[src/pkg/ssq_pkg.sv]
// Shared constants for the sense switch sequencer.
// Assumes a 250 MHz core clock and a 32-bit AXI4-Lite register bus.
package ssq_pkg;
  // ----------------------------------------------------------------
  // Register map
  // ----------------------------------------------------------------
  localparam logic [7:0] OFS_CTRL = 8'h00;
  localparam logic [7:0] OFS_CAL = 8'h04;
  localparam logic [7:0] OFS_STAT = 8'h08;
  localparam logic [31:0] CTRL_RST = 32'h000a_0000;
  localparam logic [2:0] CAL_PWRUP = 3'h7;
  // Control fields
  localparam int F_BEMF = 0;
  localparam int F_RDSON = 1;
  localparam int F_CS_SH = 2;
  localparam int F_BEMF_SH = 3;
  localparam int F_SINGLE = 4;
  localparam int F_EXT_CT = 5;
  localparam int F_GAIN = 6;
  localparam int F_CONN = 8;
  localparam int F_GT = 16;
  // Status fields
  localparam int S_CAL = 0;
  localparam int S_SAMPLE = 3;
  localparam int S_HV = 6;
  localparam int S_PHASE = 9;
  localparam int S_MUX = 12;
  // ----------------------------------------------------------------
  // Gain codes: 5, 10, 20, 40 V/V
  // ----------------------------------------------------------------
  localparam logic [1:0] GAIN_5 = 2'h0;
  localparam logic [1:0] GAIN_10 = 2'h1;
  localparam logic [1:0] GAIN_20 = 2'h2;
  localparam logic [1:0] GAIN_40 = 2'h3;
  // ----------------------------------------------------------------
  // Timing
  // ----------------------------------------------------------------
  localparam int CLK_PS = 4000;
  localparam int PROP_NS = 40;
  localparam int PROP_CYC = (PROP_NS * 1000 + CLK_PS - 1) / CLK_PS;
  localparam int CAL_ALL_US = 768;
  localparam int CAL_AMP_CYC = CAL_ALL_US * 1000000 / CLK_PS / 3;
  localparam int CNT_W = 20;
  localparam int DLY_W = 9;
  localparam logic [1:0] RESP_OK = 2'h0;
  localparam logic [1:0] RESP_ERR = 2'h2;
  typedef enum logic [1:0] {
    CAL_IDLE = 2'b01,
    CAL_RUN = 2'b10
  } ssq_cal_state_t;
endpackage : ssq_pkg

[src/logic/ssq_delay.sv]
// Start-delay-stop timer driving one timed switch.
// Assumes start and stop are one-cycle pulses on the core clock.
`timescale 1ns/1ps
`default_nettype none
module ssq_delay (
  input wire logic i_mclk,
  input wire logic i_rst_n,
  input wire logic i_clk_en,
  input wire logic i_start,
  input wire logic i_stop,
  input wire logic [ssq_pkg::DLY_W-1:0] i_delay,
  output logic o_ready
);
  logic [ssq_pkg::DLY_W-1:0] cnt;
  logic armed;
  wire done = armed && (cnt >= i_delay);

  // Restart on every start, stop wins only when no start
  always_ff @(posedge i_mclk) begin
    if (!i_rst_n) begin
      cnt <= '0;
      armed <= 1'b0;
      o_ready <= 1'b0;
    end else if (i_clk_en) begin
      if (i_start) begin
        cnt <= '0;
        armed <= 1'b1;
        o_ready <= 1'b0;
      end else if (i_stop) begin
        armed <= 1'b0;
        o_ready <= 1'b0;
      end else if (done) begin
        o_ready <= 1'b1;
      end else if (armed) begin
        cnt <= cnt + 1'b1;
      end
    end
  end
endmodule : ssq_delay
`default_nettype wire

[src/logic/ssq_calib.sv]
// Offset calibration sequencer for three amplifiers, one at a time.
// Assumes requests are one-cycle pulses; pending set wins over clear.
`timescale 1ns/1ps
`default_nettype none
module ssq_calib #(
  parameter int STEP_CYC = ssq_pkg::CAL_AMP_CYC
) (
  input wire logic i_mclk,
  input wire logic i_rst_n,
  input wire logic i_clk_en,
  input wire logic [2:0] i_req,
  output logic [2:0] o_pending,
  output logic [2:0] o_active
);
  ssq_pkg::ssq_cal_state_t state;
  logic [ssq_pkg::CNT_W-1:0] cnt;
  wire last = (cnt == ssq_pkg::CNT_W'(STEP_CYC - 1));
  wire [2:0] done = (state == ssq_pkg::CAL_RUN && last) ? o_active : 3'h0;
  // Lowest pending channel goes first
  wire [2:0] pick = o_pending & (~o_pending + 3'h1);
  wire [2:0] next_pending = (o_pending & ~done) | i_req;

  // Pending starts full so power-up calibrates all three
  always_ff @(posedge i_mclk) begin
    if (!i_rst_n) begin
      state <= ssq_pkg::CAL_IDLE;
      cnt <= '0;
      o_active <= 3'h0;
      o_pending <= ssq_pkg::CAL_PWRUP;
    end else if (i_clk_en) begin
      o_pending <= next_pending;
      unique case (state)
        ssq_pkg::CAL_IDLE: begin
          cnt <= '0;
          if (|o_pending) begin
            o_active <= pick;
            state <= ssq_pkg::CAL_RUN;
          end
        end
        ssq_pkg::CAL_RUN: begin
          cnt <= cnt + 1'b1;
          if (last) begin
            o_active <= 3'h0;
            state <= ssq_pkg::CAL_IDLE;
          end
        end
      endcase
    end
  end
endmodule : ssq_calib
`default_nettype wire

[src/logic/ssq_top.sv]
// Switch sequencer for the three current-sense and back-EMF chains.
// Assumes gate inputs and select pins are asynchronous pins, gate-off and
// low-side-on commands come from driver logic on the same clock.
//
// How it works
// - Three-shunt S/H routes held channel picked by output select to buffer.
// - Three-shunt S/H drives all sampling switches from internal timing.
// - Rdson sensing closes input switches B, A, C while that low side on.
// - Single-shunt with back-EMF keeps phase B overcurrent detection on.
// - Back-EMF closes external or internal center switch per setting.
// - Phase pick pins decode to none, A, B, C.
// - With S/H, output pick pins decode to none, A, B, C.
// - HV sense switch closes after low-side-on plus transition, opens on gate-off.
// - Back-EMF holds the chain link switch closed.
// - Back-EMF uses the third amplifier as final chain stage.
// - Four gains: 5, 10, 20, 40 V/V.
// - Power-up calibrates all three amplifiers automatically.
// - Each set request bit calibrates its amplifier; several allowed.
// - Calibration opens inputs, shorts them, forces 40 V/V, auto-zeros.
// - All three calibrations finish in about 768 us.
// - Connection bit picks internal short or shunt during calibration.
// - Amplifier inputs monitored for overcurrent regardless of sampling.
// - Sample only with a high side on and exactly one low side on.
// - Sample closes propagation delay plus transition after a rising edge.
// - Sample opens on gate-off falling edge, entering hold.
// - Floating phase node sensed for back-EMF, low-side shunt for current.
`timescale 1ns/1ps
`default_nettype none
module ssq_top #(
  parameter int CAL_AMP_CYC = ssq_pkg::CAL_AMP_CYC
) (
  input wire logic i_mclk,
  input wire logic i_rst_n,
  input wire logic i_clk_en,
  // AXI4-Lite
  input wire logic i_awvalid,
  output logic o_awready,
  input wire logic [7:0] i_awaddr,
  input wire logic i_wvalid,
  output logic o_wready,
  input wire logic [31:0] i_wdata,
  input wire logic [3:0] i_wstrb,
  output logic o_bvalid,
  input wire logic i_bready,
  output logic [1:0] o_bresp,
  input wire logic i_arvalid,
  output logic o_arready,
  input wire logic [7:0] i_araddr,
  output logic o_rvalid,
  input wire logic i_rready,
  output logic [31:0] o_rdata,
  output logic [1:0] o_rresp,
  // Pins from the controller
  input wire logic i_phase_pick_in1,
  input wire logic i_phase_pick_in2,
  input wire logic i_out_pick_in1,
  input wire logic i_out_pick_in2,
  input wire logic [2:0] i_high_side_input,
  input wire logic [2:0] i_low_side_input,
  // Driver logic, same clock
  input wire logic [2:0] i_gate_off,
  input wire logic [2:0] i_low_side_on_cmd,
  input wire logic [2:0] i_ls_gate_off,
  // Switch controls
  output logic o_phase_a_switch,
  output logic o_phase_b_switch,
  output logic o_phase_c_switch,
  output logic [2:0] o_mux_switch,
  output logic [2:0] o_sample_switch,
  output logic [2:0] o_rdson_in_switch,
  output logic [2:0] o_hv_sense_switch,
  output logic o_chain_link_switch,
  output logic o_third_amp_bemf,
  output logic o_ext_center_switch,
  output logic o_virt_center_switch,
  output logic [5:0] o_gain,
  output logic [2:0] o_input_open,
  output logic [2:0] o_input_short,
  output logic [2:0] o_autozero,
  output logic [2:0] o_ocp_monitor_en,
  output logic [2:0] o_bemf_phase,
  output logic [2:0] o_shunt_phase
);
  // ----------------------------------------------------------------
  // Pin synchronisers
  // ----------------------------------------------------------------
  logic [9:0] pin_s1;
  logic [9:0] pin_s2;
  logic [2:0] hi_d;
  logic [2:0] lo_d;
  logic [2:0] goff_d;
  logic [2:0] lson_d;
  wire [9:0] pin_raw = {i_out_pick_in1, i_out_pick_in2, i_phase_pick_in1,
                        i_phase_pick_in2, i_high_side_input, i_low_side_input};
  wire [2:0] hi = pin_s2[5:3];
  wire [2:0] lo = pin_s2[2:0];
  wire [1:0] ph_pick = pin_s2[7:6];
  wire [1:0] out_pick = pin_s2[9:8];

  // Two stages, then one delay stage for edge detection
  always_ff @(posedge i_mclk) begin
    if (!i_rst_n) begin
      pin_s1 <= '0;
      pin_s2 <= '0;
      hi_d <= '0;
      lo_d <= '0;
      goff_d <= '0;
      lson_d <= '0;
    end else if (i_clk_en) begin
      pin_s1 <= pin_raw;
      pin_s2 <= pin_s1;
      hi_d <= hi;
      lo_d <= lo;
      goff_d <= i_gate_off;
      lson_d <= i_low_side_on_cmd;
    end
  end

  // ----------------------------------------------------------------
  // Register file
  // ----------------------------------------------------------------
  logic [31:0] ctrl;
  logic aw_held;
  logic w_held;
  logic [7:0] aw_addr;
  logic [31:0] w_data;
  logic [3:0] w_strb;
  logic [2:0] cal_req;
  wire [2:0] cal_pending;
  wire [2:0] cal_active;
  wire bemf_en = ctrl[ssq_pkg::F_BEMF];
  wire rdson = ctrl[ssq_pkg::F_RDSON];
  wire cs_sh = ctrl[ssq_pkg::F_CS_SH];
  wire bemf_sh = ctrl[ssq_pkg::F_BEMF_SH];
  wire single = ctrl[ssq_pkg::F_SINGLE];
  wire ext_ct = ctrl[ssq_pkg::F_EXT_CT];
  wire [1:0] gain = ctrl[ssq_pkg::F_GAIN +: 2];
  wire conn_shunt = ctrl[ssq_pkg::F_CONN];
  wire [7:0] gt = ctrl[ssq_pkg::F_GT +: 8];
  wire do_wr = aw_held && w_held && !o_bvalid;
  wire wr_ctrl = do_wr && aw_addr == ssq_pkg::OFS_CTRL;
  wire wr_cal = do_wr && aw_addr == ssq_pkg::OFS_CAL;
  wire wr_ok = wr_ctrl || wr_cal || aw_addr == ssq_pkg::OFS_STAT;
  wire rd_ctrl = i_araddr == ssq_pkg::OFS_CTRL;
  wire rd_cal = i_araddr == ssq_pkg::OFS_CAL;
  wire rd_stat = i_araddr == ssq_pkg::OFS_STAT;
  wire [31:0] wmask = {{8{w_strb[3]}}, {8{w_strb[2]}}, {8{w_strb[1]}}, {8{w_strb[0]}}};
  wire [31:0] stat = {17'h0, o_mux_switch,
                      o_phase_c_switch, o_phase_b_switch, o_phase_a_switch,
                      o_hv_sense_switch, o_sample_switch, cal_active};
  wire [31:0] rd_val = rd_ctrl ? ctrl :
                       rd_cal ? {29'h0, cal_pending} :
                       rd_stat ? stat : 32'h0;
  assign o_awready = !aw_held;
  assign o_wready = !w_held;
  assign o_arready = !o_rvalid;

  // Write channel: address and data taken in either order
  always_ff @(posedge i_mclk) begin
    if (!i_rst_n) begin
      aw_held <= 1'b0;
      w_held <= 1'b0;
      aw_addr <= '0;
      w_data <= '0;
      w_strb <= '0;
      o_bvalid <= 1'b0;
      o_bresp <= ssq_pkg::RESP_OK;
      ctrl <= ssq_pkg::CTRL_RST;
      cal_req <= '0;
    end else if (i_clk_en) begin
      cal_req <= '0;
      if (i_awvalid && o_awready) begin
        aw_held <= 1'b1;
        aw_addr <= i_awaddr;
      end
      if (i_wvalid && o_wready) begin
        w_held <= 1'b1;
        w_data <= i_wdata;
        w_strb <= i_wstrb;
      end
      if (do_wr) begin
        aw_held <= 1'b0;
        w_held <= 1'b0;
        o_bvalid <= 1'b1;
        o_bresp <= wr_ok ? ssq_pkg::RESP_OK : ssq_pkg::RESP_ERR;
      end else if (o_bvalid && i_bready) begin
        o_bvalid <= 1'b0;
      end
      if (wr_ctrl) begin
        ctrl <= (ctrl & ~wmask) | (w_data & wmask);
      end
      if (wr_cal && w_strb[0]) begin
        cal_req <= w_data[2:0];
      end
    end
  end

  // Read channel: answer one cycle after address taken
  always_ff @(posedge i_mclk) begin
    if (!i_rst_n) begin
      o_rvalid <= 1'b0;
      o_rdata <= '0;
      o_rresp <= ssq_pkg::RESP_OK;
    end else if (i_clk_en) begin
      if (i_arvalid && o_arready) begin
        o_rvalid <= 1'b1;
        o_rdata <= rd_val;
        o_rresp <= (rd_ctrl || rd_cal || rd_stat) ? ssq_pkg::RESP_OK : ssq_pkg::RESP_ERR;
      end else if (o_rvalid && i_rready) begin
        o_rvalid <= 1'b0;
      end
    end
  end

  // ----------------------------------------------------------------
  // Calibration
  // ----------------------------------------------------------------
  // Pending bits, serial run
  ssq_calib #(
    .STEP_CYC(CAL_AMP_CYC)
  ) u_calib (
    .i_mclk(i_mclk),
    .i_rst_n(i_rst_n),
    .i_clk_en(i_clk_en),
    .i_req(cal_req),
    .o_pending(cal_pending),
    .o_active(cal_active)
  );

  // ----------------------------------------------------------------
  // Sample/hold and on-resistance timing
  // ----------------------------------------------------------------
  wire [2:0] goff_fall = goff_d & ~i_gate_off;
  wire in_rise = |((hi & ~hi_d) | (lo & ~lo_d));
  localparam int DLY_T = ssq_pkg::DLY_W;
  wire [DLY_T-1:0] sh_dly = DLY_T'(ssq_pkg::PROP_CYC) + DLY_T'(gt);
  // Some high side, exactly one low side
  wire sh_window = (|hi) && $onehot(lo);
  wire sh_timed;
  wire [2:0] hv_timed;

  // Restart on input rise, hold on gate-off fall
  ssq_delay u_sh_dly (
    .i_mclk(i_mclk),
    .i_rst_n(i_rst_n),
    .i_clk_en(i_clk_en),
    .i_start(in_rise),
    .i_stop(|goff_fall),
    .i_delay(sh_dly),
    .o_ready(sh_timed)
  );

  for (genvar p = 0; p < 3; p++) begin : g_hv
    ssq_delay u_hv_dly (
      .i_mclk(i_mclk),
      .i_rst_n(i_rst_n),
      .i_clk_en(i_clk_en),
      .i_start(i_low_side_on_cmd[p] && !lson_d[p]),
      .i_stop(i_ls_gate_off[p]),
      .i_delay(DLY_T'(gt)),
      .o_ready(hv_timed[p])
    );
  end

  // ----------------------------------------------------------------
  // Switch selection
  // ----------------------------------------------------------------
  // Pick pins to one-hot phase
  wire [2:0] ph_dec = (ph_pick == 2'h1) ? 3'h1 :
                      (ph_pick == 2'h2) ? 3'h2 :
                      (ph_pick == 2'h3) ? 3'h4 : 3'h0;
  // Output pick to channel, third routes third amp
  wire [2:0] out_dec = (out_pick == 2'h1) ? 3'h1 :
                       (out_pick == 2'h2) ? 3'h2 :
                       (out_pick == 2'h3) ? 3'h4 : 3'h0;
  wire sh_any = cs_sh || (bemf_en && bemf_sh);
  wire sample_now = sh_window && sh_timed && !in_rise; // Stale ready must not sample a new edge
  // Shunt S/H channels from internal timing only
  wire [2:0] cs_sh_mask = !cs_sh || rdson ? 3'h0 :
                          !bemf_en ? 3'h7 :
                          single ? 3'h1 : 3'h3;
  wire [2:0] sh_mask = cs_sh_mask | {bemf_en && bemf_sh, 2'h0};
  // Input switch order is B, A, C
  wire [2:0] ls_bac = {lo[2], lo[0], lo[1]};
  wire [2:0] rd_mask = bemf_en ? 3'h3 : 3'h7;
  wire [2:0] gain40 = cal_active;
  // Overcurrent watch, third lost to back-EMF
  wire [2:0] ocp = {!bemf_en, 2'h3};
  wire [5:0] gain_all;

  // Calibrating channel forced to 40 V/V
  for (genvar c = 0; c < 3; c++) begin : g_gain
    assign gain_all[2*c +: 2] = gain40[c] ? ssq_pkg::GAIN_40 : gain;
  end

  // Switch outputs registered so no glitch reaches analog
  always_ff @(posedge i_mclk) begin
    if (!i_rst_n) begin
      {o_phase_c_switch, o_phase_b_switch, o_phase_a_switch} <= '0;
      o_mux_switch <= '0;
      o_sample_switch <= '0;
      o_rdson_in_switch <= '0;
      o_hv_sense_switch <= '0;
      o_chain_link_switch <= 1'b0;
      o_third_amp_bemf <= 1'b0;
      o_ext_center_switch <= 1'b0;
      o_virt_center_switch <= 1'b0;
      o_gain <= '0;
      o_input_open <= '0;
      o_input_short <= '0;
      o_autozero <= '0;
      o_ocp_monitor_en <= '0;
      o_bemf_phase <= '0;
      o_shunt_phase <= '0;
    end else if (i_clk_en) begin
      {o_phase_c_switch, o_phase_b_switch, o_phase_a_switch} <= bemf_en ? ph_dec : 3'h0;
      o_mux_switch <= sh_any ? out_dec : 3'h0;
      o_sample_switch <= sample_now ? sh_mask : 3'h0;
      o_rdson_in_switch <= rdson ? (ls_bac & rd_mask) : 3'h0;
      o_hv_sense_switch <= rdson ? (hv_timed & rd_mask) : 3'h0;
      o_chain_link_switch <= bemf_en;
      o_third_amp_bemf <= bemf_en;
      o_ext_center_switch <= bemf_en && ext_ct;
      o_virt_center_switch <= bemf_en && !ext_ct;
      o_gain <= gain_all;
      // Open and short inputs unless shunt kept
      o_input_open <= conn_shunt ? 3'h0 : cal_active;
      o_input_short <= conn_shunt ? 3'h0 : cal_active;
      o_autozero <= cal_active;
      o_ocp_monitor_en <= ocp;
      o_bemf_phase <= ~(hi | lo);
      o_shunt_phase <= lo;
    end
  end
endmodule : ssq_top
`default_nettype wire

[config.mk]
export PLATFORM = sky130hd
export DESIGN_NAME = ssq_top
export DESIGN_NICKNAME = d
export VERILOG_FILES = /design/src/pkg/ssq_pkg.sv /design/src/logic/ssq_delay.sv /design/src/logic/ssq_calib.sv /design/src/logic/ssq_top.sv
export SDC_FILE = /design/constraint.sdc
export NUM_CORES = 1
export LEC_CHECK = 0
export BUFFER_PORTS_ARGS = -buffer_cell sky130_fd_sc_hd__buf_2
export CAP_MARGIN = 10
export CELL_PAD_IN_SITES_DETAIL_PLACEMENT = 0
export CELL_PAD_IN_SITES_GLOBAL_PLACEMENT = 2
export CORE_ASPECT_RATIO = 0.5
export CORE_MARGIN = 2
export CORE_UTILIZATION = 37
export CTS_CLUSTER_SIZE = 40
export DETAILED_ROUTE_END_ITERATION = 8
export PLACE_DENSITY_LB_ADDON = 0.12
export REMOVE_ABC_BUFFERS = 1
export SLEW_MARGIN = 20
export SYNTH_ARGS = -nofsm -noshare
export SYNTH_HDL_FRONTEND = slang
export SYNTH_HIERARCHICAL = 1
export SYNTH_SLANG_ARGS = --single-unit
[constraint.sdc]
create_clock -name i_mclk -period 8.4 [get_ports i_mclk]
set_clock_uncertainty 0.15 [all_clocks]
set_input_delay 1.68 -clock i_mclk [delete_from_list [all_inputs] [get_ports i_mclk]]
set_output_delay 1.68 -clock i_mclk [all_outputs]
set_load 0.01 [all_outputs]
==> results of run 1 <==
[metrics by stage]
stage / std cells / util / instance area [sq um] / setup WS, ps / hold slack [ps]
after CTS: 1933 / 0.4427 / 13610 / 4498 / 300.6
after global routing: 1934 / 0.4432 / 13620 / 4210 / 310.7
final: 1934 / 0.4432 / 13620 / 4475 / 297.8
after floorplan: 1300 / - / 11350 / 5014 / 275.5
after global placement: 1888 / 0.4140 / 12730 / 3979 / 288.2
after detailed placement: 1888 / 0.4140 / 12730 / 3940 / 291.9
[cell usage after synthesis (all sizes together) (3+ instances only)]
cell type,count,share of area
a31oi,9,0.0048
nand4,20,0.011
or2,7,0.0037
o221ai,5,0.0037
nand2,227,0.073
a22oi,16,0.010
nand3,59,0.025
or3b,9,0.0069
nor2b,20,0.011
nor4,8,0.0053
mux2i,57,0.049
a211oi,6,0.0043
and4,3,0.0022
a41o,10,0.0085
buf,39,0.022
or4,17,0.012
nor3,5,0.0031
a21oi,101,0.043
xor2,8,0.0060
ha,42,0.045
or3,3,0.0016
o41ai,4,0.0030
nand2b,10,0.0053
o31ai,9,0.0058
a21o,14,0.0090
nand4b,4,0.0035
inv,67,0.021
o211ai,16,0.010
clkbuf,32,0.010
and2,11,0.0061
nor2,115,0.038
a21boi,11,0.0071
and3,10,0.0053
o21a,4,0.0026
o311ai,12,0.0090
nor3b,5,0.0032
a41oi,4,0.0030
o21ai,58,0.025
a211o,5,0.0037
xnor2,8,0.0060
dfxtp,256,0.44
nand3b,5,0.0035
a22o,25,0.019
[layer usage]
| metal | vias to the layer above | global-route usage | part of all wire |
|---|---|---|---|
| li1 | 5076 | - | - |
| met1 | 4754 | 0.2491 | 0.48 |
| met2 | 117 | 0.3346 | 0.47 |
| met3 | 37 | 0.02914 | 0.028 |
| met4 | 0 | 0.04438 | 0.018 |
| met5 | - | 0 | 0 |
[final cells by class]
class                           count  area share
Sequential cell                   256      0.3762
Multi-Input combinational cell    977      0.4387
Timing Repair Buffer              166     0.06300
Tap cell                          423     0.03885
Clock buffer                       32     0.05152
Clock inverter                     13     0.01313
Inverter                           67     0.01864
[kinds of logic (layout without fill, tap and decap cells)]
group           count (synthesis)  after routing  share of synthesized area
buf+inv                       138            278                    0.05395
compound gates                314            314                     0.1756
mux                            57             57                    0.04872
flops                         256            256                     0.4376
other cells                     1              5                  0.0003202
simple gates                  542            542                     0.2252
fa+ha+maj                      43             43                    0.04658
xor+xnor                       16             16                    0.01197
[power breakdown]
group          switching, mW  internal (mW)
Clock                  0.501          0.716
Combinational          0.105         0.0577
Sequential            0.0185           1.24
Total                  0.624           2.01
[worst max-delay path, cell delays in order]
cell and delay (ps):
buf_4 630, buf_4 610, nand2_1 150, nor2_2 260, nand2_1 170, or4_1 520
a21oi_1 140
[cell usage in the layout, fill, tap and decap left out, types with 10 or more instances in the layout]
cell	instances
nand2b_1	10
and3_1	10
a21o_1	14
o21ai_1	31
a22oi_1	16
or4_1	14
and2_1	10
o21ai_0	27
inv_1	64
a41o_1	10
nor2_1	110
a22o_1	25
dfxtp_1	256
buf_2	158
nand2_1	227
clkbuf_16	25
o211ai_1	16
a21boi_0	11
nor2b_1	20
nand4_1	19
mux2i_1	57
ha_1	42
nand3_1	59
a21oi_1	101
[path summary, 6_finish.rpt]
kind,depth (start not counted),slack [ps],to,from
worst min-delay path,2,300,flop,w_data[16]
worst max register to register,10,5250,u_sh_dly/cnt[8],flop
worst min register to register,2,300,flop,w_data[16]
worst max-delay path,7,4480,g_hv[1].u_hv_dly/cnt[6],i_clk_en
==> results.json, run 1 <==
{
  "clk_latency_ps": 540,
  "cts_tree": "built",
  "arrival_ps": 4240,
  "antenna_found_initial": 0,
  "cts-root-buf": "clkbuf_16",
  "vias_per_cell": 5.162,
  "synth_edf_count": 0,
  "endpoint_kind": "flop",
  "synth-main-ff-cell": "dfxtp_1",
  "grt_setup_unrepaired": "no",
  "final.fill_count": 3064,
  "leakagePower_nw": 5.626,
  "drive_gt1_frac": 0.1628,
  "worst_slew_pin_slew_ps": 1058,
  "fmax_mhz": 254.8,
  "dp_hpwl_um": 21850,
  "diodes": 0,
  "multi_input_area_sq_mm": 0.005977,
  "ys_seq_area_frac": 0.4376,
  "syn_to_final_growth_pct": 16.34,
  "initial_core_util": 0.3810,
  "clockBufferDepth": 3,
  "postSynthCellCount": 1367,
  "synth_area_per_cell_sq_um": 8.567,
  "num_vias": 9984,
  "status": "complete, no violations",
  "fin_nets": 1615,
  "grt_usage": 0.1904,
  "syn-cell-area_sq_mm": 0.01171,
  "dieHeight_um": 129.8,
  "avgRoutedWirePerCell_um": 16.27,
  "finalCriticalPeriod_ps": 3925,
  "report.final.hold_viol_count": 0,
  "max_cap_viol_count": 0,
  "gp_congestion": 0.7931,
  "portBuffers": 160,
  "grt_pass1_wl_um": 51730,
  "synth-async-reset-ratio": 0,
  "post_cts_buffers": 0,
  "grt_pass1_vias": 9791,
  "ant_nets": 0,
  "final_max_slew_viol_count": 0,
  "ios": 163,
  "ys_seq_elements": 256,
  "grt_overflow": 0,
  "tns_ps": 0,
  "worstPathMaxFanout": 68,
  "slew_headroom": 0.2948,
  "synth_warnings": 6,
  "hold_class": "flop to flop",
  "ir_drop_v": 0.0001219,
  "die_x_um": 255.6,
  "power.density_mw_per_mm2": 193.6,
  "cts_buffers": 25,
  "hold_buffers": 0,
  "setup_violations": 0,
  "regArea_sq_mm": 0.005125,
  "grt_start_max_net_pins": 89,
  "ys_types": 70,
  "period_share": 0.4673,
  "coreArea_sq_mm": 0.03074,
  "cts_resized": 0,
  "power_mw": 2.638,
  "clkTransAtPathRegs_ps": 70,
  "post-route-drc-count": 0,
  "crit_type": "input pin to flop",
  "cp.required_ps": 8720,
  "dr.pass1.iters": 5,
  "placementRows": 45,
  "cts.htree.levels": 1,
  "cts.sinks": 256,
  "routed_wl_um": 31470,
  "cp-start-kind": "input pin",
  "die-area_sq_mm": 0.03318,
  "drt_iter0_markers": 421
}
No activity file was read; power rests on OpenSTA's default activity.
==> run 2: changes to the inputs <==
- CORE_UTILIZATION: 37 -> 35
- clock period: 8.4 -> 3.8 ns (I/O delays scaled with it)
==> run 2 against run 1 <==
  * Clock power increased by 110%
  * Sequential share of layout area decreased by 0.14 points
  * Die area increased by 5.6%
  * Clock-buffer cell count increased by 5
  * Power increased by 120%
  * Utilization decreased by 2.9 points
  * Final cell count increased by 1.4%
  * Sequential power increased by 120%
  * Sequential cell count unchanged
  * Final area increased by 0.38%
  * Largest power group unchanged
  * Combinational power increased by 130%
==> results.json, run 2 (same netlist as run 1, synthesis figures left out) <==
{
  "status": "complete, no violations",
  "hold_buffers": 0,
  "grt_setup_unrepaired": "no",
  "grt_overflow": 0,
  "power.density_mw_per_mm2": 416.1,
  "drive_gt1_frac": 0.1657,
  "antenna_found_initial": 0,
  "ir_drop_v": 0.0003149,
  "setup_violations": 0,
  "clk_latency_ps": 550,
  "cts_resized": 0,
  "ant_nets": 0,
  "dr.pass1.iters": 4,
  "grt_usage": 0.1824,
  "routed_wl_um": 32440,
  "ios": 163,
  "wl_met3_um": 1058,
  "power_mw": 5.690,
  "gp_congestion": 0.7843,
  "report.final.hold_viol_count": 0,
  "arrival_ps": 3360,
  "dieHeight_um": 133.3,
  "final.fill_count": 3362,
  "placementRows": 47,
  "num_vias": 10009,
  "dp_hpwl_um": 22930,
  "drt_iter0_markers": 588,
  "slew_headroom": 0.2904,
  "hold_class": "input pin to flop",
  "initial_core_util": 0.3550,
  "worst_slew_pin_slew_ps": 1064,
  "die-area_sq_mm": 0.03503,
  "post-route-drc-count": 0,
  "final_common_cell": "dfxtp_1",
  "cts_buffers": 25,
  "period_share": 0.8056,
  "endpoint_kind": "flop",
  "cp.required_ps": 4100,
  "cp-start-kind": "flop",
  "avgRoutedWirePerCell_um": 16.54,
  "top_layer": "met4",
  "fmax_mhz": 326.7,
  "clkTransAtPathRegs_ps": 70,
  "tns_ps": 0,
  "max_cap_viol_count": 0,
  "grt_start_max_net_pins": 68,
  "cts.sinks": 256,
  "vias_per_cell": 5.101,
  "portBuffers": 160,
  "final_cell_mix": "dfxtp_1, nand2_1, buf_2",
  "clockBufferDepth": 3,
  "fin_nets": 1624,
  "crit_type": "flop to flop",
  "diodes": 0,
  "multi_input_area_sq_mm": 0.005977,
  "cts.htree.levels": 1,
  "post_cts_buffers": 0,
  "grt_pass1_wl_um": 52070,
  "worstPathMaxFanout": 8,
  "die_x_um": 262.7,
  "final_max_slew_viol_count": 0,
  "syn_to_final_growth_pct": 16.77,
  "cts-root-buf": "clkbuf_16",
  "grt_pass1_vias": 9729,
  "route.met2.wl_um": 15540,
  "finalCriticalPeriod_ps": 3061,
  "wl_met1_um": 15250,
  "cts_tree": "built",
  "regArea_sq_mm": 0.005125,
  "leakagePower_nw": 5.648,
  "coreArea_sq_mm": 0.03299
}
[run 2: where the power goes]
part | internal, mW | switching, mW | leakage [nW]
clock network | 1.41 | 1.12 | 0.408
logic | 0.136 | 0.235 | 3.16
registers | 2.74 | 0.0410 | 2.08
total | 4.29 | 1.40 | 5.65
[run 2: path summary, 6_finish.rpt]
check | start | slack, ps | end | cells past startpoint
hold / removal | i_wdata[25] | 280 | w_data[25] | 3
hold reg to reg | w_data[5] | 300 | flop | 2
setup / recovery | flop | 740 | u_sh_dly/cnt[8] | 10
setup reg to reg | flop | 740 | u_sh_dly/cnt[8] | 10
[run 2: final cells by class]
type                            instances  share of cell area
Clock buffer                           37             0.05343
Tap cell                              441             0.04035
Inverter                               67             0.01857
Sequential cell                       256              0.3747
Timing Repair Buffer                  175             0.06898
Clock inverter                          9            0.006862
Multi-Input combinational cell        977              0.4371
[run 2: critical path, stage by stage (launching register included)]
cell and delay [ps]:
dfxtp_1 510, ha_1 270, o2111ai_1 140, xnor2_1 180
inv_1 60, ha_1 300, nand4_1 120, nor2_1 70
a211oi_1 670, nand3_1 190, o311ai_1 310
[run 2: per-layer routing]
| layer | vias to the layer above | global-route usage |
|---|---|---|
| li1 | 5102 | - |
| met1 | 4751 | 0.2364 |
| met2 | 111 | 0.3192 |
| met3 | 45 | 0.03198 |
| met4 | 0 | 0.03927 |
| met5 | - | 0 |
[run 2: per-stage QoR]
| step | utilization | std cells | cell area (sq um) | hold slack [ps] | worst slack (ps) |
|---|---|---|---|---|---|
| 2_1_floorplan | - | 1300 | 11350 | 275.5 | 1186 |
| 6_report | 0.4145 | 1962 | 13680 | 284.4 | 738.8 |
| 5_1_grt | 0.4145 | 1962 | 13680 | 271.3 | 358.2 |
| 3_3_place_gp | 0.3895 | 1916 | 12850 | 287.1 | 904.3 |
| 4_1_cts | 0.4145 | 1962 | 13680 | 255.7 | 738.2 |
| 3_5_place_dp | 0.3895 | 1916 | 12850 | 292.9 | 734.8 |
==> run 3: changes to the inputs <==
- ABC_AREA: not set -> 1
- CORE_UTILIZATION: 35 -> 29
- clock period: 3.8 -> 2.8 ns (I/O delays scaled with it)
==> run 3 against run 2 <==
  * Critical path depth grew 4
  * Die area grew 28%
  * Non-clock buffer count grew 16
  * Maximum frequency grew 23%
  * Routed wire length grew 14%
  * Synthesized cell count grew 30%
  * Final cell count grew 28%
  * Setup slack lost 420 ps
  * Hold slack lost 200 ps
  * Global-route usage shrank 1.8 points
==> results.json, run 3 <==
{
  "status": "complete, no violations",
  "grt_pass1_wl_um": 59130,
  "synthTopCellsByArea": "dfxtp_1, nand2_1, nor2_1",
  "cts.htree.levels": 1,
  "post-route-drc-count": 0,
  "postSynthCellCount": 1772,
  "finalCriticalPeriod_ps": 2484,
  "fin_nets": 2044,
  "power_mw": 8.748,
  "power.density_mw_per_mm2": 588.7,
  "avgRoutedWirePerCell_um": 14.69,
  "cp-start-kind": "flop",
  "synth_edf_count": 0,
  "fin_area_sq_mm": 0.01486,
  "final_max_slew_viol_count": 0,
  "grt_start_max_net_pins": 65,
  "syn_to_final_growth_pct": 18.69,
  "max_cap_viol_count": 0,
  "clkTransAtPathRegs_ps": 70,
  "vias_per_cell": 4.428,
  "wl_met3_um": 1006,
  "synth-main-ff-cell": "dfxtp_1",
  "holdWs_ps": 85.70,
  "grt_pass1_vias": 10930,
  "portBuffers": 160,
  "setup_violations": 0,
  "ios": 163,
  "path_delay_family": "simple AND/OR/NAND/NOR gates",
  "report.final.hold_viol_count": 0,
  "initial_core_util": 0.2959,
  "synth-async-reset-ratio": 0,
  "die_x_um": 297.9,
  "final_common_cell": "nand2_1",
  "clockBufferDepth": 3,
  "num_vias": 11149,
  "grt_overflow": 0,
  "dp_hpwl_um": 26840,
  "critical_path_buf_inv_count": 2,
  "diodes": 0,
  "worst_slew_pin_slew_ps": 733.2,
  "dieHeight_um": 150.9,
  "crit_path_cell_trace": "ha_1, o21ai_0, nor2_1, xor2_1, inv_1, ha_1, nand2_2, inv_2, a21oi_4, nand4_4, nand2_4, nand2_1, nand2_1, nor2_1",
  "cts_buffers": 26,
  "synth_warnings": 6,
  "wl_met1_um": 17600,
  "post_cts_buffers": 0,
  "ys_types": 50,
  "routed_wl_um": 36980,
  "tns_ps": 0,
  "drt_iter0_markers": 443,
  "cp.required_ps": 3100,
  "crit_type": "flop to flop",
  "hold_buffers": 0,
  "route.met2.wl_um": 17750,
  "dr.pass1.iters": 4,
  "top_layer": "met4",
  "cts_resized": 0,
  "cts.sinks": 256,
  "clk_latency_ps": 550,
  "arrival_ps": 2780,
  "hold_class": "input pin to flop",
  "ir_drop_v": 0.0003978,
  "leakagePower_nw": 6.833,
  "cp_slowest_cell": "dfxtp_1",
  "ys_seq_area_frac": 0.4093,
  "synth_area_per_cell_sq_um": 7.066,
  "fmax_mhz": 402.6,
  "grt_setup_unrepaired": "no",
  "ant_nets": 0,
  "worstPathMaxFanout": 13,
  "die-area_sq_mm": 0.04495,
  "final_cell_mix": "nand2_1, nor2_1, dfxtp_1",
  "period_share": 0.8872,
  "grt_usage": 0.1642,
  "critPathMaxStageDelay_ps": 320,
  "antenna_found_initial": 0,
  "placementRows": 53,
  "drive_gt1_frac": 0.1685,
  "final_util": 0.3512,
  "yosys.cell_count.top_type": "nand2_1",
  "gp_congestion": 0.7431,
  "ys_seq_elements": 256,
  "cts-root-buf": "clkbuf_16",
  "syn-cell-area_sq_mm": 0.01252,
  "synth_top_area_cell": "dfxtp_1",
  "coreArea_sq_mm": 0.04231,
  "synth_common_cells": "nand2_1, nor2_1, dfxtp_1",
  "endpoint_kind": "flop",
  "slew_headroom": 0.5105,
  "cts_tree": "built",
  "dpl_cell_area_sq_mm": 0.01390,
  "yosysTopAreaCellShare": 0.4093
}
[run 3: cell count changes after synthesis, moves of 20 or more]
cell and change:
nor2_1 +186, nand2_1 +160, inv_1 +138, o21ai_0 +86, mux2i_1 -57, nand3_1 +56, a22o_1 -25, nor2b_1 -20
[run 3: worst paths after layout]
check | from | end | slack [ps] | cells after the start
setup / recovery | flop | u_sh_dly/cnt[6] | 320 | 14
hold / removal | i_wdata[27] | w_data[27] | 90 | 3
setup reg to reg | flop | u_sh_dly/cnt[6] | 320 | 14
hold reg to reg | o_autozero[1] | o_autozero[1] | 310 | 2
[run 3: final cells by class]
class	instances	area, sq um
fill	4674	27450
multi-input combinational	1229	6157
sequential	256	5125
timing repair buffer	191	1080
inverter	218	819.5
clock buffer	40	814.5
tap	577	721.9
clock inverter	7	142.6
[run 3: metal layers]
layer,track usage,up-vias
met5,0,-
li1,-,5933
met4,0.03141,0
met3,0.02510,45
met1,0.2117,5069
met2,0.2937,102
[run 3: cells by family after synthesis]
family / Yosys count / synth area share
flip-flops: 256 / 0.4093
buffers and inverters: 291 / 0.1007
XOR/XNOR: 5 / 0.003497
AND/OR/NAND/NOR: 888 / 0.3151
other: 1 / 0.0002995
adder cells (fa/ha/maj): 43 / 0.04357
AO/OA/AOI/OAI: 288 / 0.1275
[run 3: worst register-to-register path, stage by stage (launching register included)]
cell     delay, ps
dfxtp_1        320
ha_1           220
o21ai_0        290
nor2_1          90
xor2_1         130
inv_1           60
ha_1           300
nand2_2        100
inv_2           50
a21oi_4        170
nand4_4        160
nand2_4        180
nand2_1         80
nand2_1         60
nor2_1          40
[run 3: through the flow]
step,std cells,worst slack (ps)
after floorplan,1703,361.6
after global routing,2518,55.93
final,2518,316.0
after global placement,2471,338.0
after CTS,2518,315.9
after detailed placement,2471,324.4
[run 3: power breakdown]
| group | internal (mW) | total [mW] | switching (mW) |
|---|---|---|---|
| Combinational | 0.309 | 0.867 | 0.558 |
| Clock | 2.37 | 3.94 | 1.57 |
| Sequential | 3.80 | 3.94 | 0.135 |
